[src/fgw_pkg.sv]
// package of constants and carriers for the fieldbus gateway status/address block
package fgw_pkg;
	localparam int unsigned CLK_HZ        = 200_000_000;
	// flash rates in hertz
	localparam int unsigned FLASH_HW_HZ   = 4;
	localparam int unsigned FLASH_IO_HZ   = 2;
	localparam int unsigned FLASH_LINK_HZ = 2;
	localparam int unsigned FLASH_CMD_HZ  = 1;
	// half-period counts (50 percent duty)
	localparam int unsigned HALF_4HZ      = CLK_HZ / (2 * FLASH_HW_HZ);
	localparam int unsigned HALF_2HZ      = CLK_HZ / (2 * FLASH_IO_HZ);
	localparam int unsigned HALF_1HZ      = CLK_HZ / (2 * FLASH_CMD_HZ);
	// bit rate range in bit/s
	localparam int unsigned BAUD_MIN      = 9_600;
	localparam int unsigned BAUD_MAX      = 6_000_000;
	localparam int unsigned BIT_MAX_CYC   = CLK_HZ / BAUD_MIN;
	localparam int unsigned BIT_MIN_CYC   = CLK_HZ / BAUD_MAX;
	localparam int unsigned CNT_W         = 28;
	localparam int unsigned ADDR_W        = 7;
	localparam logic [6:0]  ADDR_MAX      = 7'h7E;
	localparam logic [6:0]  ADDR_RESET    = 7'h7E;

	typedef enum logic [2:0] {
		FGW_PM_OK   = 3'b000,
		FGW_PM_CMD  = 3'b001,
		FGW_PM_LINK = 3'b011,
		FGW_PM_IO   = 3'b010,
		FGW_PM_HW   = 3'b110
	} fgw_pm_e;

	typedef struct packed {
		logic hw_fault;
		logic io_count_err;
		logic base_link_err;
		logic net_cmd_err;
	} fgw_fault_s;

	typedef struct packed {
		logic red;
		logic green;
	} fgw_led_s;
endpackage

[src/fgw_status_addr.sv]
// status, node address and bit rate detection of the fieldbus gateway
`timescale 1ns/100ps
module fgw_status_addr (
	// clock and reset
	input  wire logic               mclk,
	input  wire logic               rst,
	// switches
	input  wire logic [7:0]         addr_switch,
	// network line receive level and frame status
	input  wire logic               net_rx,
	input  wire logic               net_msg_ok,
	input  wire logic               net_connected,
	// base unit link
	input  wire logic [7:0]         base_rx_data,
	input  wire logic               base_rx_valid,
	output logic [7:0]              base_tx_data,
	output logic                    base_tx_valid,
	// fault inputs
	input  fgw_pkg::fgw_fault_s     faults,
	// results
	output logic [6:0]              node_addr,
	output logic                    node_addr_valid,
	output logic                    baud_locked,
	output logic [fgw_pkg::CNT_W-1:0] bit_cycles,
	output logic                    net_tx_en,
	// lamps
	output fgw_pkg::fgw_led_s       pm_led,
	output fgw_pkg::fgw_led_s       bus_led
);
	import fgw_pkg::*;

	logic [CNT_W-1:0] div4_r, div2_r, div1_r;
	logic             ph4_r, ph2_r, ph1_r;
	logic [CNT_W-1:0] run_r, min_r;
	logic             rx_d_r;
	fgw_pm_e          pm_r;
	fgw_led_s         pm_nxt;

	// slave only, the driver is never enabled
	always_ff @(posedge mclk) begin
		net_tx_en <= 1'b0;
	end

	// base link relay, one cycle of latency
	always_ff @(posedge mclk) begin
		if (rst) begin
			base_tx_data  <= 8'h00;
			base_tx_valid <= 1'b0;
		end else begin
			base_tx_data  <= base_rx_data;
			base_tx_valid <= base_rx_valid;
		end
	end

	// switch 8 dropped, 127 refused; last good address kept
	always_ff @(posedge mclk) begin
		if (rst) begin
			node_addr       <= ADDR_RESET;
			node_addr_valid <= 1'b0;
		end else begin
			node_addr_valid <= (addr_switch[6:0] <= ADDR_MAX);
			if (addr_switch[6:0] <= ADDR_MAX)
				node_addr <= addr_switch[6:0];
		end
	end

	// shortest pulse between line edges is one bit time
	// idle since reset counts as a pulse too; a real line idles longer than one bit
	always_ff @(posedge mclk) begin
		if (rst) begin
			rx_d_r      <= 1'b1;
			run_r       <= '0;
			min_r       <= CNT_W'(BIT_MAX_CYC);
			baud_locked <= 1'b0;
			bit_cycles  <= CNT_W'(BIT_MAX_CYC);
		end else begin
			rx_d_r <= net_rx;
			if (net_rx != rx_d_r) begin
				run_r <= '0;
				// pulses outside the rate range are ignored as noise or idle
				if (run_r >= CNT_W'(BIT_MIN_CYC - 1) && run_r < min_r)
					min_r <= run_r + 1'b1;
			end else if (run_r != {CNT_W{1'b1}}) begin
				run_r <= run_r + 1'b1;
			end
			if (net_msg_ok && !baud_locked) begin
				baud_locked <= 1'b1;
				bit_cycles  <= min_r;
			end
		end
	end

	// free-running 50 percent dividers
	always_ff @(posedge mclk) begin
		if (rst) begin
			div4_r <= '0;
			div2_r <= '0;
			div1_r <= '0;
			ph4_r  <= 1'b0;
			ph2_r  <= 1'b0;
			ph1_r  <= 1'b0;
		end else begin
			div4_r <= (div4_r == CNT_W'(HALF_4HZ - 1)) ? '0 : div4_r + 1'b1;
			div2_r <= (div2_r == CNT_W'(HALF_2HZ - 1)) ? '0 : div2_r + 1'b1;
			div1_r <= (div1_r == CNT_W'(HALF_1HZ - 1)) ? '0 : div1_r + 1'b1;
			if (div4_r == CNT_W'(HALF_4HZ - 1))
				ph4_r <= ~ph4_r;
			if (div2_r == CNT_W'(HALF_2HZ - 1))
				ph2_r <= ~ph2_r;
			if (div1_r == CNT_W'(HALF_1HZ - 1))
				ph1_r <= ~ph1_r;
		end
	end

	// worst fault wins
	always_ff @(posedge mclk) begin
		if (rst)
			pm_r <= FGW_PM_OK;
		else if (faults.hw_fault)
			pm_r <= FGW_PM_HW;
		else if (faults.io_count_err)
			pm_r <= FGW_PM_IO;
		else if (faults.base_link_err)
			pm_r <= FGW_PM_LINK;
		else if (faults.net_cmd_err)
			pm_r <= FGW_PM_CMD;
		else
			pm_r <= FGW_PM_OK;
	end

	always_comb begin
		pm_nxt = '{red: 1'b0, green: 1'b1};
		unique case (pm_r)
			FGW_PM_OK:   pm_nxt = '{red: 1'b0, green: 1'b1};
			FGW_PM_HW:   pm_nxt = '{red: ph4_r, green: ph4_r};
			FGW_PM_IO:   pm_nxt = '{red: ph2_r, green: ph2_r};
			FGW_PM_LINK: pm_nxt = '{red: ph2_r, green: 1'b0};
			FGW_PM_CMD:  pm_nxt = '{red: ph1_r, green: 1'b0};
			default:     pm_nxt = '{red: 1'b1, green: 1'b1};
		endcase
	end

	always_ff @(posedge mclk) begin
		if (rst) begin
			pm_led  <= '{red: 1'b0, green: 1'b0};
			bus_led <= '{red: 1'b0, green: 1'b0};
		end else begin
			pm_led  <= pm_nxt;
			// bus lamp never shows red on this gateway
			bus_led <= '{red: 1'b0, green: net_connected && baud_locked};
		end
	end
endmodule // fgw_status_addr

[config.mk]
export PLATFORM = sky130hd
export DESIGN_NAME = fgw_status_addr
export DESIGN_NICKNAME = d
export VERILOG_FILES = /design/src/fgw_pkg.sv /design/src/fgw_status_addr.sv
export SDC_FILE = /design/constraint.sdc
export NUM_CORES = 1
export LEC_CHECK = 0
export BUFFER_PORTS_ARGS = -buffer_cell sky130_fd_sc_hd__buf_2
export CAP_MARGIN = 15
export CORE_UTILIZATION = 59
export DETAILED_ROUTE_END_ITERATION = 6
export GPL_TIMING_DRIVEN = 1
export PLACE_DENSITY_LB_ADDON = 0.15
export SYNTH_ARGS = -nofsm -noshare
export SYNTH_HDL_FRONTEND = slang
export SYNTH_SLANG_ARGS = --single-unit
[constraint.sdc]
create_clock -name mclk -period 3.3 [get_ports mclk]
set_clock_uncertainty 0.1 [all_clocks]
set_input_delay 0.165 -clock mclk [delete_from_list [all_inputs] [get_ports mclk]]
set_output_delay 0.165 -clock mclk [all_outputs]
set_load 0.02 [all_outputs]
==> results_dict.tcl, run 1 <==
set metrics [dict create \
    arrival_ns 2.96 \
    n_antenna_cell 0 \
    post_drt_wl_per_cell_um 14.0 \
    cellPowerDensity_nw_per_um2 472 \
    ys_top_cells_by_area "dfxtp_1 (45%), xnor2_1 (5.5%), nor2_1 (5.4%), xor2_1 (5.2%), ha_1 (4.6%)" \
    ant_nets 0 \
    cts-root-buf "clkbuf_16" \
    synth_compound_area_frac 0.107 \
    async_flop_share 0 \
    core_region_area_um2 14500 \
    synth_top_area_frac 0.449 \
    fin_nets 1131 \
    fillers 1191 \
    vdd_drop_max_mv 0.325 \
    path_clk_slew_ns 0.07 \
    rsz0062_at_grt "false" \
    postSynthAreaPerCell_um2 8.85 \
    yosysSeqAreaShare 0.449 \
    path_cells "inv_1 -> ha_1 -> a21oi_2 -> o21ai_1 -> a221o_1 -> a221o_2 -> nor2_2 -> buf_4 -> a211oi_1" \
    grt_start_max_net_pins 48 \
    synthesis.instances 988 \
    grt_usage 0.244 \
    yosysTopAreaCell "dfxtp_1" \
    antenna_found_initial 0 \
    synth_most_common_cell "dfxtp_1" \
    cts-htree-levels 4 \
    cp.required_ns 3.50 \
    synthAdderAreaFrac 0.0458 \
    post-dp-hpwl_um 11900 \
    grt-ovfl-total 0 \
    floorplan.initialDensity 0.604 \
    synth.area.mux_share 0.00114 \
    postCtsSetupRepairBufs 0 \
    synth_cell_types 55 \
    yosysWarningCount 0 \
    syn-cell-area_um2 8740 \
    setup_violations 0 \
    ys_seq_elements 196 \
    synth-edff-count 0 \
    grt_pass1_vias 6164 \
    leakage_nw 3.74 \
    timing.setup.tns_ns 0 \
    maxCapViolations 0 \
    cts_tree "done" \
    criticalPathCategory "reg2reg" \
    maxSlewViolCount 0 \
    finalWirelength_um 17800 \
    endpoint_kind "register" \
    critPathLaunchType "register" \
    status "completed" \
    cts_buffers 17 \
    hp-class "in2reg" \
    synth_top_family_by_area "simple AND/OR/NAND/NOR gates" \
    multiInputGateArea_um2 4420 \
    dieArea_um2 15300 \
    drive_gt1_frac 0.138 \
    worst_pin_slew_ns 1.05 \
    cpMaxStageDelayCell "a221o_2" \
    drtIter0Drc 301 \
    finalHoldViolCount 0 \
    synthFlopType "dfxtp_1" \
    post_drt_via_cell_ratio 5.39 \
    synth_xor_area_frac 0.107 \
    io_buffers 73 \
    crit_fanout 19 \
    gp_congestion 0.844 \
    post-route-min-period_ns 2.76 \
    cts.sinks 196 \
    vias 6842 \
    synth_simple_gate_area_share 0.243 \
    fmax_ghz 0.362 \
    die_h_um 124 \
    slew-limit-headroom 0.301 \
    grt_pass1_wl_um 29300 \
    area_growth_pct 14.5 \
    clk_latency_ns 0.44 \
    cts_max_path_buffers 2 \
    drc 0 \
    postLayoutCoreUtil 0.691 \
    seqCellArea_um2 3920 \
    fin_crit_sh 0.837 \
    drtPass1Iterations 6 \
    synth_common_cells "dfxtp_1 (196), nor2_1 (125), nand2_1 (104)" \
    ios 77 \
    rows 44 \
    crit_path_max_incr_delay_ns 0.51 \
    chipWidth_um 124 \
]
-- final cells by class --
class,count,share of cell area
Clock inverter,12,0.0155
Clock buffer,20,0.0436
Timing Repair Buffer,107,0.0683
Tap cell,184,0.0230
Multi-Input combinational cell,708,0.441
Sequential cell,196,0.392
Inverter,43,0.0161
-- critical path, delay by kind of cell (launching register included) --
kind	cells	cell delay (ns)
AND/OR/NAND/NOR	1	0.19
buffers and inverters	2	0.40
adder cells (fa/ha/maj)	1	0.31
flip-flops	1	0.37
AO/OA/AOI/OAI	5	1.23
-- power by group --
group / switching (mW) / internal, mW / total, mW
registers: 0.0213 / 2.40 / 2.42
clock network: 0.903 / 1.19 / 2.10
logic: 0.128 / 0.0769 / 0.205
-- kinds of logic after synthesis --
logic type,Yosys count
flip-flops,196
multiplexers,1
adder cells (fa/ha/maj),32
AO/OA/AOI/OAI,142
AND/OR/NAND/NOR,424
buffers and inverters,85
other,1
XOR/XNOR,107
-- layer usage --
| layer | global-route usage | wire (um) | vias up |
|---|---|---|---|
| met5 | 0 | 0 | - |
| met4 | 0.0873 | 296 | 0 |
| met1 | 0.315 | 8550 | 3184 |
| met3 | 0.0522 | 578 | 23 |
| li1 | - | - | 3536 |
| met2 | 0.400 | 8420 | 99 |
-- stage by stage --
step	worst slack, ns	total power, mW	cells	hold slack (ns)	area [um^2]
final	0.537	4.72	1270	0.0771	10000
after CTS	0.534	4.75	1270	0.0664	10000
after floorplan	0.956	2.60	989	0.143	8750
after global placement	0.605	2.65	1214	0.257	9180
after global routing	0.387	4.88	1270	0.0834	10000
after detailed placement	0.548	2.66	1214	0.260	9180
-- cells in the final DEF, fill, tap and decap left out, drive strengths merged, types with 24 or more instances in the layout --
cell and instances:
nor2 126, nand2 104, a21oi 81, xnor2 55, ha 32, dfxtp 196
nand4 31, xor2 52, dlygate4sd3 24, inv 44, nand3 53, buf 83
a211oi 25
-- final timing paths --
kind                                startpoint             end  slack (ns)  depth (start not counted)
worst min-delay path                       rst       div1_r[6]        0.08                          2
worst max register to register       min_r[15]        min_r[2]        0.54                          9
worst min register to register  bit_cycles[19]  bit_cycles[19]        0.35                          2
worst max-delay path                 min_r[15]        min_r[2]        0.54                          9
-- what timing repair did --
item	in CTS	in global routing
endpoints found under the hold margin	22	0
resized for setup	0	0
hold buffers	24	0
-- registers in the layout (all words and copies together) (netlist names) --
signal / count
div1_r: 28
rx_d_r: 1
min_r: 28
node_addr: 7
ph1_r: 1
div4_r: 28
base_tx_data: 8
div2_r: 28
base_tx_valid: 1
bit_cycles: 28
ph2_r: 1
bus_led: 1
ph4_r: 1
baud_locked: 1
pm_r: 3
run_r: 28
pm_led: 2
node_addr_valid: 1
Note: power is estimated with default switching activity, not from simulation.
==> inputs of run 2 (changes only) <==
--- a/config.mk
+++ b/config.mk
@@ -7,7 +7,7 @@
 export LEC_CHECK = 0
 export BUFFER_PORTS_ARGS = -buffer_cell sky130_fd_sc_hd__buf_2
 export CAP_MARGIN = 15
-export CORE_UTILIZATION = 59
+export CORE_UTILIZATION = 54
 export DETAILED_ROUTE_END_ITERATION = 6
 export GPL_TIMING_DRIVEN = 1
 export PLACE_DENSITY_LB_ADDON = 0.15
==> constraint.sdc (replaced) <==
create_clock -name mclk -period 2.37 [get_ports mclk]
set_clock_uncertainty 0.1 [all_clocks]
set_input_delay 0.1185 -clock mclk [delete_from_list [all_inputs] [get_ports mclk]]
set_output_delay 0.1185 -clock mclk [all_outputs]
set_load 0.02 [all_outputs]
==> results_dict.tcl, run 2 (same netlist as run 1, synthesis figures left out) <==
set metrics [dict create \
    fin_crit_sh 1.02 \
    power_mw 6.57 \
    m1WireLength_um 8940 \
    cp.required_ns 2.56 \
    r2r-end "min_r[9]" \
    cp_common_cell "buf_12" \
    cts_tree "done" \
    area_growth_pct 23.4 \
    cts-htree-levels 4 \
    post-dp-hpwl_um 13100 \
    drtPass1Iterations 5 \
    p_sw_frac 0.222 \
    maxCapViolations 0 \
    ios 77 \
    fmax_ghz 0.414 \
    place_area_um2 9640 \
    grt_usage 0.244 \
    core_region_area_um2 15800 \
    fin_area_um2 10800 \
    status "finished, violations left" \
    slew-limit-headroom 0.654 \
    routed.top_layer "met4" \
    met3RoutedLength_um 667 \
    seq_power_share 0.513 \
    dieArea_um2 16700 \
    leakage_nw 4.11 \
    vias 7259 \
    path_clk_slew_ns 0.07 \
    cpMaxStageDelayCell "a221o_2" \
    drc 0 \
    grt_start_max_net_pins 49 \
    grt_pass1_wl_um 32100 \
    critPathLaunchType "register" \
    p_int_mw 5.11 \
    n_antenna_cell 0 \
    final_common_cell "dfxtp_1" \
    gp_congestion 0.819 \
    grt-ovfl-total 0 \
    cts.sinks 196 \
    r2r-start "min_r[16]" \
    seqCellArea_um2 3940 \
    drtIter0Drc 383 \
    comb_power_share 0.047 \
    fillers 1301 \
    arrival_ns 2.61 \
    cts_buffers 17 \
    post_drt_via_cell_ratio 5.34 \
    crit_family "compound AO/OA/AOI/OAI gates" \
    path_cells "inv_2 -> ha_1 -> and4_1 -> a221o_1 -> a221o_2 -> nor2_4 -> buf_12 -> buf_12 -> a211oi_1" \
    multiInputGateArea_um2 4570 \
    criticalPathCategory "reg2reg" \
    drive_gt1_frac 0.209 \
    crit_path_end "min_r[9]" \
    r2r_cells 9 \
    final_cells 1359 \
    postLayoutCoreUtil 0.682 \
    crit_start "min_r[16]" \
    worst_pin_slew_ns 0.519 \
    maxSlewViolCount 0 \
    setup_violations 21 \
    reg2reg_slack_ns -0.04 \
    p_switching_mw 1.46 \
    fin_nets 1189 \
    endpoint_kind "register" \
    post-route-min-period_ns 2.41 \
    cp.buffers_inverters 3 \
    cts_max_path_buffers 2 \
    floorplan.initialDensity 0.552 \
    vdd_drop_max_mv 0.540 \
    grt_pass1_vias 6734 \
    cp_num_cells 9 \
    finalWirelength_um 20100 \
    final_cell_mix "dfxtp_1 (185), nor2_1 (125), nand2_1 (104)" \
    dp.cells 1293 \
    crit_path_max_incr_delay_ns 0.45 \
    chipWidth_um 129 \
    cts-root-buf "clkbuf_16" \
    crit_fanout 7 \
    rsz0062_at_grt "true" \
    violations "setup timing" \
    die_h_um 129 \
    timing.setup.tns_ns -0.552 \
    finalHoldViolCount 0 \
    antenna_found_initial 0 \
    io_buffers 73 \
    clk_latency_ns 0.43 \
    post_drt_wl_per_cell_um 14.8 \
    ant_nets 0 \
    setup_slack_ns -0.0442 \
    cellPowerDensity_nw_per_um2 609 \
    p_clk_frac 0.440 \
    wl_met2_um 9990 \
    hp-class "in2reg" \
    rows 46 \
]
run 2: cell types whose count changed in the layout (fill, tap and decap cells not counted), sizes merged:
cell	change
dlygate4sd3	+3
clkinvlp	+1
clkbuf	-2
buf	+55
run 2: worst register-to-register path: cells and delay by family, from the launching register on:
kind                       cells  cell delay [ns]
adders and majority gates      1             0.28
AOI/OAI and AO/OA              3             0.91
and+or+nand+nor                2             0.39
DFF                            1             0.33
buffers and inverters          3             0.28
run 2: through the flow:
stage                     setup slack (ns)  hold slack [ns]
after floorplan                     0.0258           0.0966
after global placement             -0.0203            0.208
after detailed placement           -0.0567            0.211
after CTS                          -0.0336            0.313
after global routing               -0.0869            0.348
final                              -0.0442            0.321
run 2: what timing repair did:
action	CTS	global route
endpoints found under the hold margin	35	0
setup buffers	2	3
hold buffers	27	0
pin swaps	4	21
resized for setup	11	38
endpoints found under the setup margin	28	64
cloned	1	2
run 2: how the worst min path moves through the flow:
stage | start | to | slack (ns) | depth (start not counted)
final | base_rx_data[2] | base_tx_data[2] | 0.32 | 3
after global routing | base_rx_valid | base_tx_valid | 0.35 | 3
after CTS | base_rx_data[3] | base_tx_data[3] | 0.31 | 3
after detailed placement | faults[2] | pm_r[0] | 0.21 | 2
after global placement | faults[2] | pm_r[0] | 0.21 | 2
after floorplan | faults[2] | pm_r[0] | 0.1 | 1
run 2: power groups by stage:
| stage | registers [mW] | clock network [mW] | logic, mW |
|---|---|---|---|
| global placement | 3.44 | 0 | 0.268 |
| floorplan | 3.47 | 0 | 0.144 |
| CTS | 3.37 | 2.95 | 0.306 |
| detailed placement | 3.44 | 0 | 0.271 |
| global route | 3.37 | 3.08 | 0.339 |
| finish | 3.37 | 2.89 | 0.308 |
run 2: per-layer routing:
metal / vias to the layer above / global-route usage
met1: 3437 / 0.294
met2: 123 / 0.428
li1: 3663 / -
met4: 0 / 0.0927
met3: 36 / 0.0487
met5: - / 0
run 2: final cells by class:
type,count,share of cell area
Multi-Input combinational cell,708,0.423
Clock buffer,18,0.0398
Timing Repair Buffer,165,0.117
Clock inverter,13,0.0147
Tap cell,216,0.0250
Sequential cell,196,0.365
Inverter,43,0.0150
==> inputs of run 3 (changes only) <==
--- a/config.mk
+++ b/config.mk
@@ -5,6 +5,7 @@
 export SDC_FILE = /design/constraint.sdc
 export NUM_CORES = 1
 export LEC_CHECK = 0
+export ABC_AREA = 1
 export BUFFER_PORTS_ARGS = -buffer_cell sky130_fd_sc_hd__buf_2
 export CAP_MARGIN = 15
 export CORE_UTILIZATION = 54
==> results_dict.tcl, run 3 <==
set metrics [dict create \
    post-route-min-period_ns 2.14 \
    syn-cell-area_um2 9760 \
    fin_crit_sh 0.903 \
    synthFlopType "dfxtp_1" \
    post-dp-hpwl_um 16400 \
    cts_max_path_buffers 2 \
    place_ws_ns 0.259 \
    cts_buffers 17 \
    vdd_drop_max_mv 0.469 \
    fin_area_um2 11500 \
    postLayoutCoreUtil 0.656 \
    slew-limit-headroom 0.401 \
    hold_path_end "div2_r[0]" \
    drtPass1Iterations 5 \
    vias 9006 \
    synth_top_area_frac 0.402 \
    cts-htree-levels 4 \
    finalWirelength_um 22900 \
    maxSlewViolCount 0 \
    r2r_cells 8 \
    criticalPathCategory "reg2reg" \
    async_flop_share 0 \
    fin_nets 1577 \
    yosysTopAreaCell "dfxtp_1" \
    r2r-end "min_r[12]" \
    setup_violations 0 \
    critPathLaunchType "register" \
    core_region_area_um2 17500 \
    grt_start_max_net_pins 56 \
    crit_fanout 6 \
    m1WireLength_um 10900 \
    grt_pass1_vias 8348 \
    wl_met2_um 10500 \
    post_drt_via_cell_ratio 5.13 \
    gp_congestion 0.898 \
    postCtsSetupRepairBufs 0 \
    synthesis.instances 1397 \
    post_drt_wl_per_cell_um 13.0 \
    reg2reg_slack_ns 0.23 \
    chipWidth_um 136 \
    grt-ovfl-total 0 \
    fillers 1541 \
    r2r-start "run_r[25]" \
    drive_gt1_frac 0.121 \
    endpoint_kind "register" \
    cp.required_ns 2.59 \
    synth-edff-count 0 \
    clk_latency_ns 0.44 \
    ant_nets 0 \
    synth_cell_types 45 \
    met3RoutedLength_um 1010 \
    final_cell_mix "nand2_1 (305), nor2_1 (201), inv_1 (199)" \
    fmax_ghz 0.467 \
    floorplan.initialDensity 0.559 \
    setup_slack_ns 0.229 \
    hp-class "reg2reg" \
    synth_most_common_cell "nand2_1" \
    seqCellArea_um2 3920 \
    timing.hold.ws_ns 0.348 \
    n_antenna_cell 0 \
    postSynthAreaPerCell_um2 6.99 \
    cts-root-buf "clkbuf_16" \
    ys_seq_elements 196 \
    drc 0 \
    routed.top_layer "met4" \
    synth_common_cells "nand2_1 (306), nor2_1 (202), inv_1 (199)" \
    timing.setup.tns_ns 0 \
    cts.sinks 196 \
    maxCapViolations 0 \
    dp.cells 1688 \
    yosysWarningCount 0 \
    yosysSeqAreaShare 0.402 \
    worstHoldStart "div2_r[0]" \
    cellPowerDensity_nw_per_um2 586 \
    rsz0062_at_grt "false" \
    path_clk_slew_ns 0.08 \
    grt_usage 0.260 \
    place_area_um2 10500 \
    holdPathStages 1 \
    multiInputGateArea_um2 4890 \
    status "completed" \
    power_mw 6.72 \
    antenna_found_initial 0 \
    io_buffers 73 \
    final_common_cell "nand2_1" \
    rows 48 \
    ios 77 \
    final_cells 1757 \
    ys_top_cells_by_area "dfxtp_1 (40%), nand2_1 (12%), nor2_1 (7.8%), inv_1 (7.7%), a21oi_1 (4.2%)" \
    drtIter0Drc 487 \
    finalHoldViolCount 0 \
    cts_tree "done" \
    die_h_um 136 \
    grt_pass1_wl_um 38600 \
    dieArea_um2 18600 \
    area_growth_pct 17.4 \
    worst_pin_slew_ns 0.895 \
    leakage_nw 4.77 \
    arrival_ns 2.36 \
]
run 3: cell type report:
| class | instances | share of cell area |
|---|---|---|
| well taps | 225 | 0.0246 |
| flip-flops and latches | 196 | 0.342 |
| clock inverters | 15 | 0.0152 |
| multi-input cells | 964 | 0.426 |
| inverters | 204 | 0.0668 |
| clock buffers | 17 | 0.0371 |
| repair buffers | 136 | 0.0880 |
run 3: cell families (layout without fill, tap and decap cells):
family | count (synthesis) | count (layout) | synth area share
AND/OR/NAND/NOR | 741 | 741 | 0.340
buffers and inverters | 238 | 372 | 0.0994
flip-flops | 196 | 196 | 0.402
AO/OA/AOI/OAI | 147 | 147 | 0.0800
XOR/XNOR | 42 | 42 | 0.0377
adder cells (fa/ha/maj) | 32 | 32 | 0.0410
other | 1 | 2 | 0.000384
run 3: worst max-delay path by stage:
stage | startpoint | endpoint | slack, ns | depth (start not counted)
3_3_place_gp | run_r[25] | min_r[8] | 0.25 | 8
3_5_place_dp | run_r[25] | min_r[12] | 0.26 | 8
4_1_cts | min_r[27] | min_r[12] | 0.24 | 8
2_1_floorplan | min_r[27] | min_r[15] | 0.49 | 10
5_1_grt | run_r[25] | min_r[6] | 0.02 | 8
6_report | run_r[25] | min_r[12] | 0.23 | 8
run 3: per-layer routing:
| metal | vias up | GRT usage |
|---|---|---|
| li1 | 4702 | - |
| met5 | - | 0 |
| met3 | 31 | 0.0515 |
| met1 | 4067 | 0.343 |
| met2 | 206 | 0.429 |
| met4 | 0 | 0.0753 |
run 3: timing repair:
item,CTS,global route
hold buffers,36,0
endpoints found under the setup margin,0,9
endpoints found under the hold margin,23,0
gates resized for setup,0,4
run 3: report_power, final:
part           total, mW  leakage (nW)  switching [mW]  internal, mW
Sequential          3.40          1.59          0.0414          3.36
Clock               2.91         0.294            1.47          1.44
Combinational      0.410          2.89           0.249         0.161
Total               6.72          4.77            1.76          4.96
run 3: critical path, stage by stage (launching register included):
cell     delay [ns]
dfxtp_1        0.42
ha_1           0.27
a21oi_1        0.15
nor2_1         0.07
nor3_1         0.14
and3_1         0.41
nand2_1        0.27
nand2_1        0.12
nand3_1        0.06
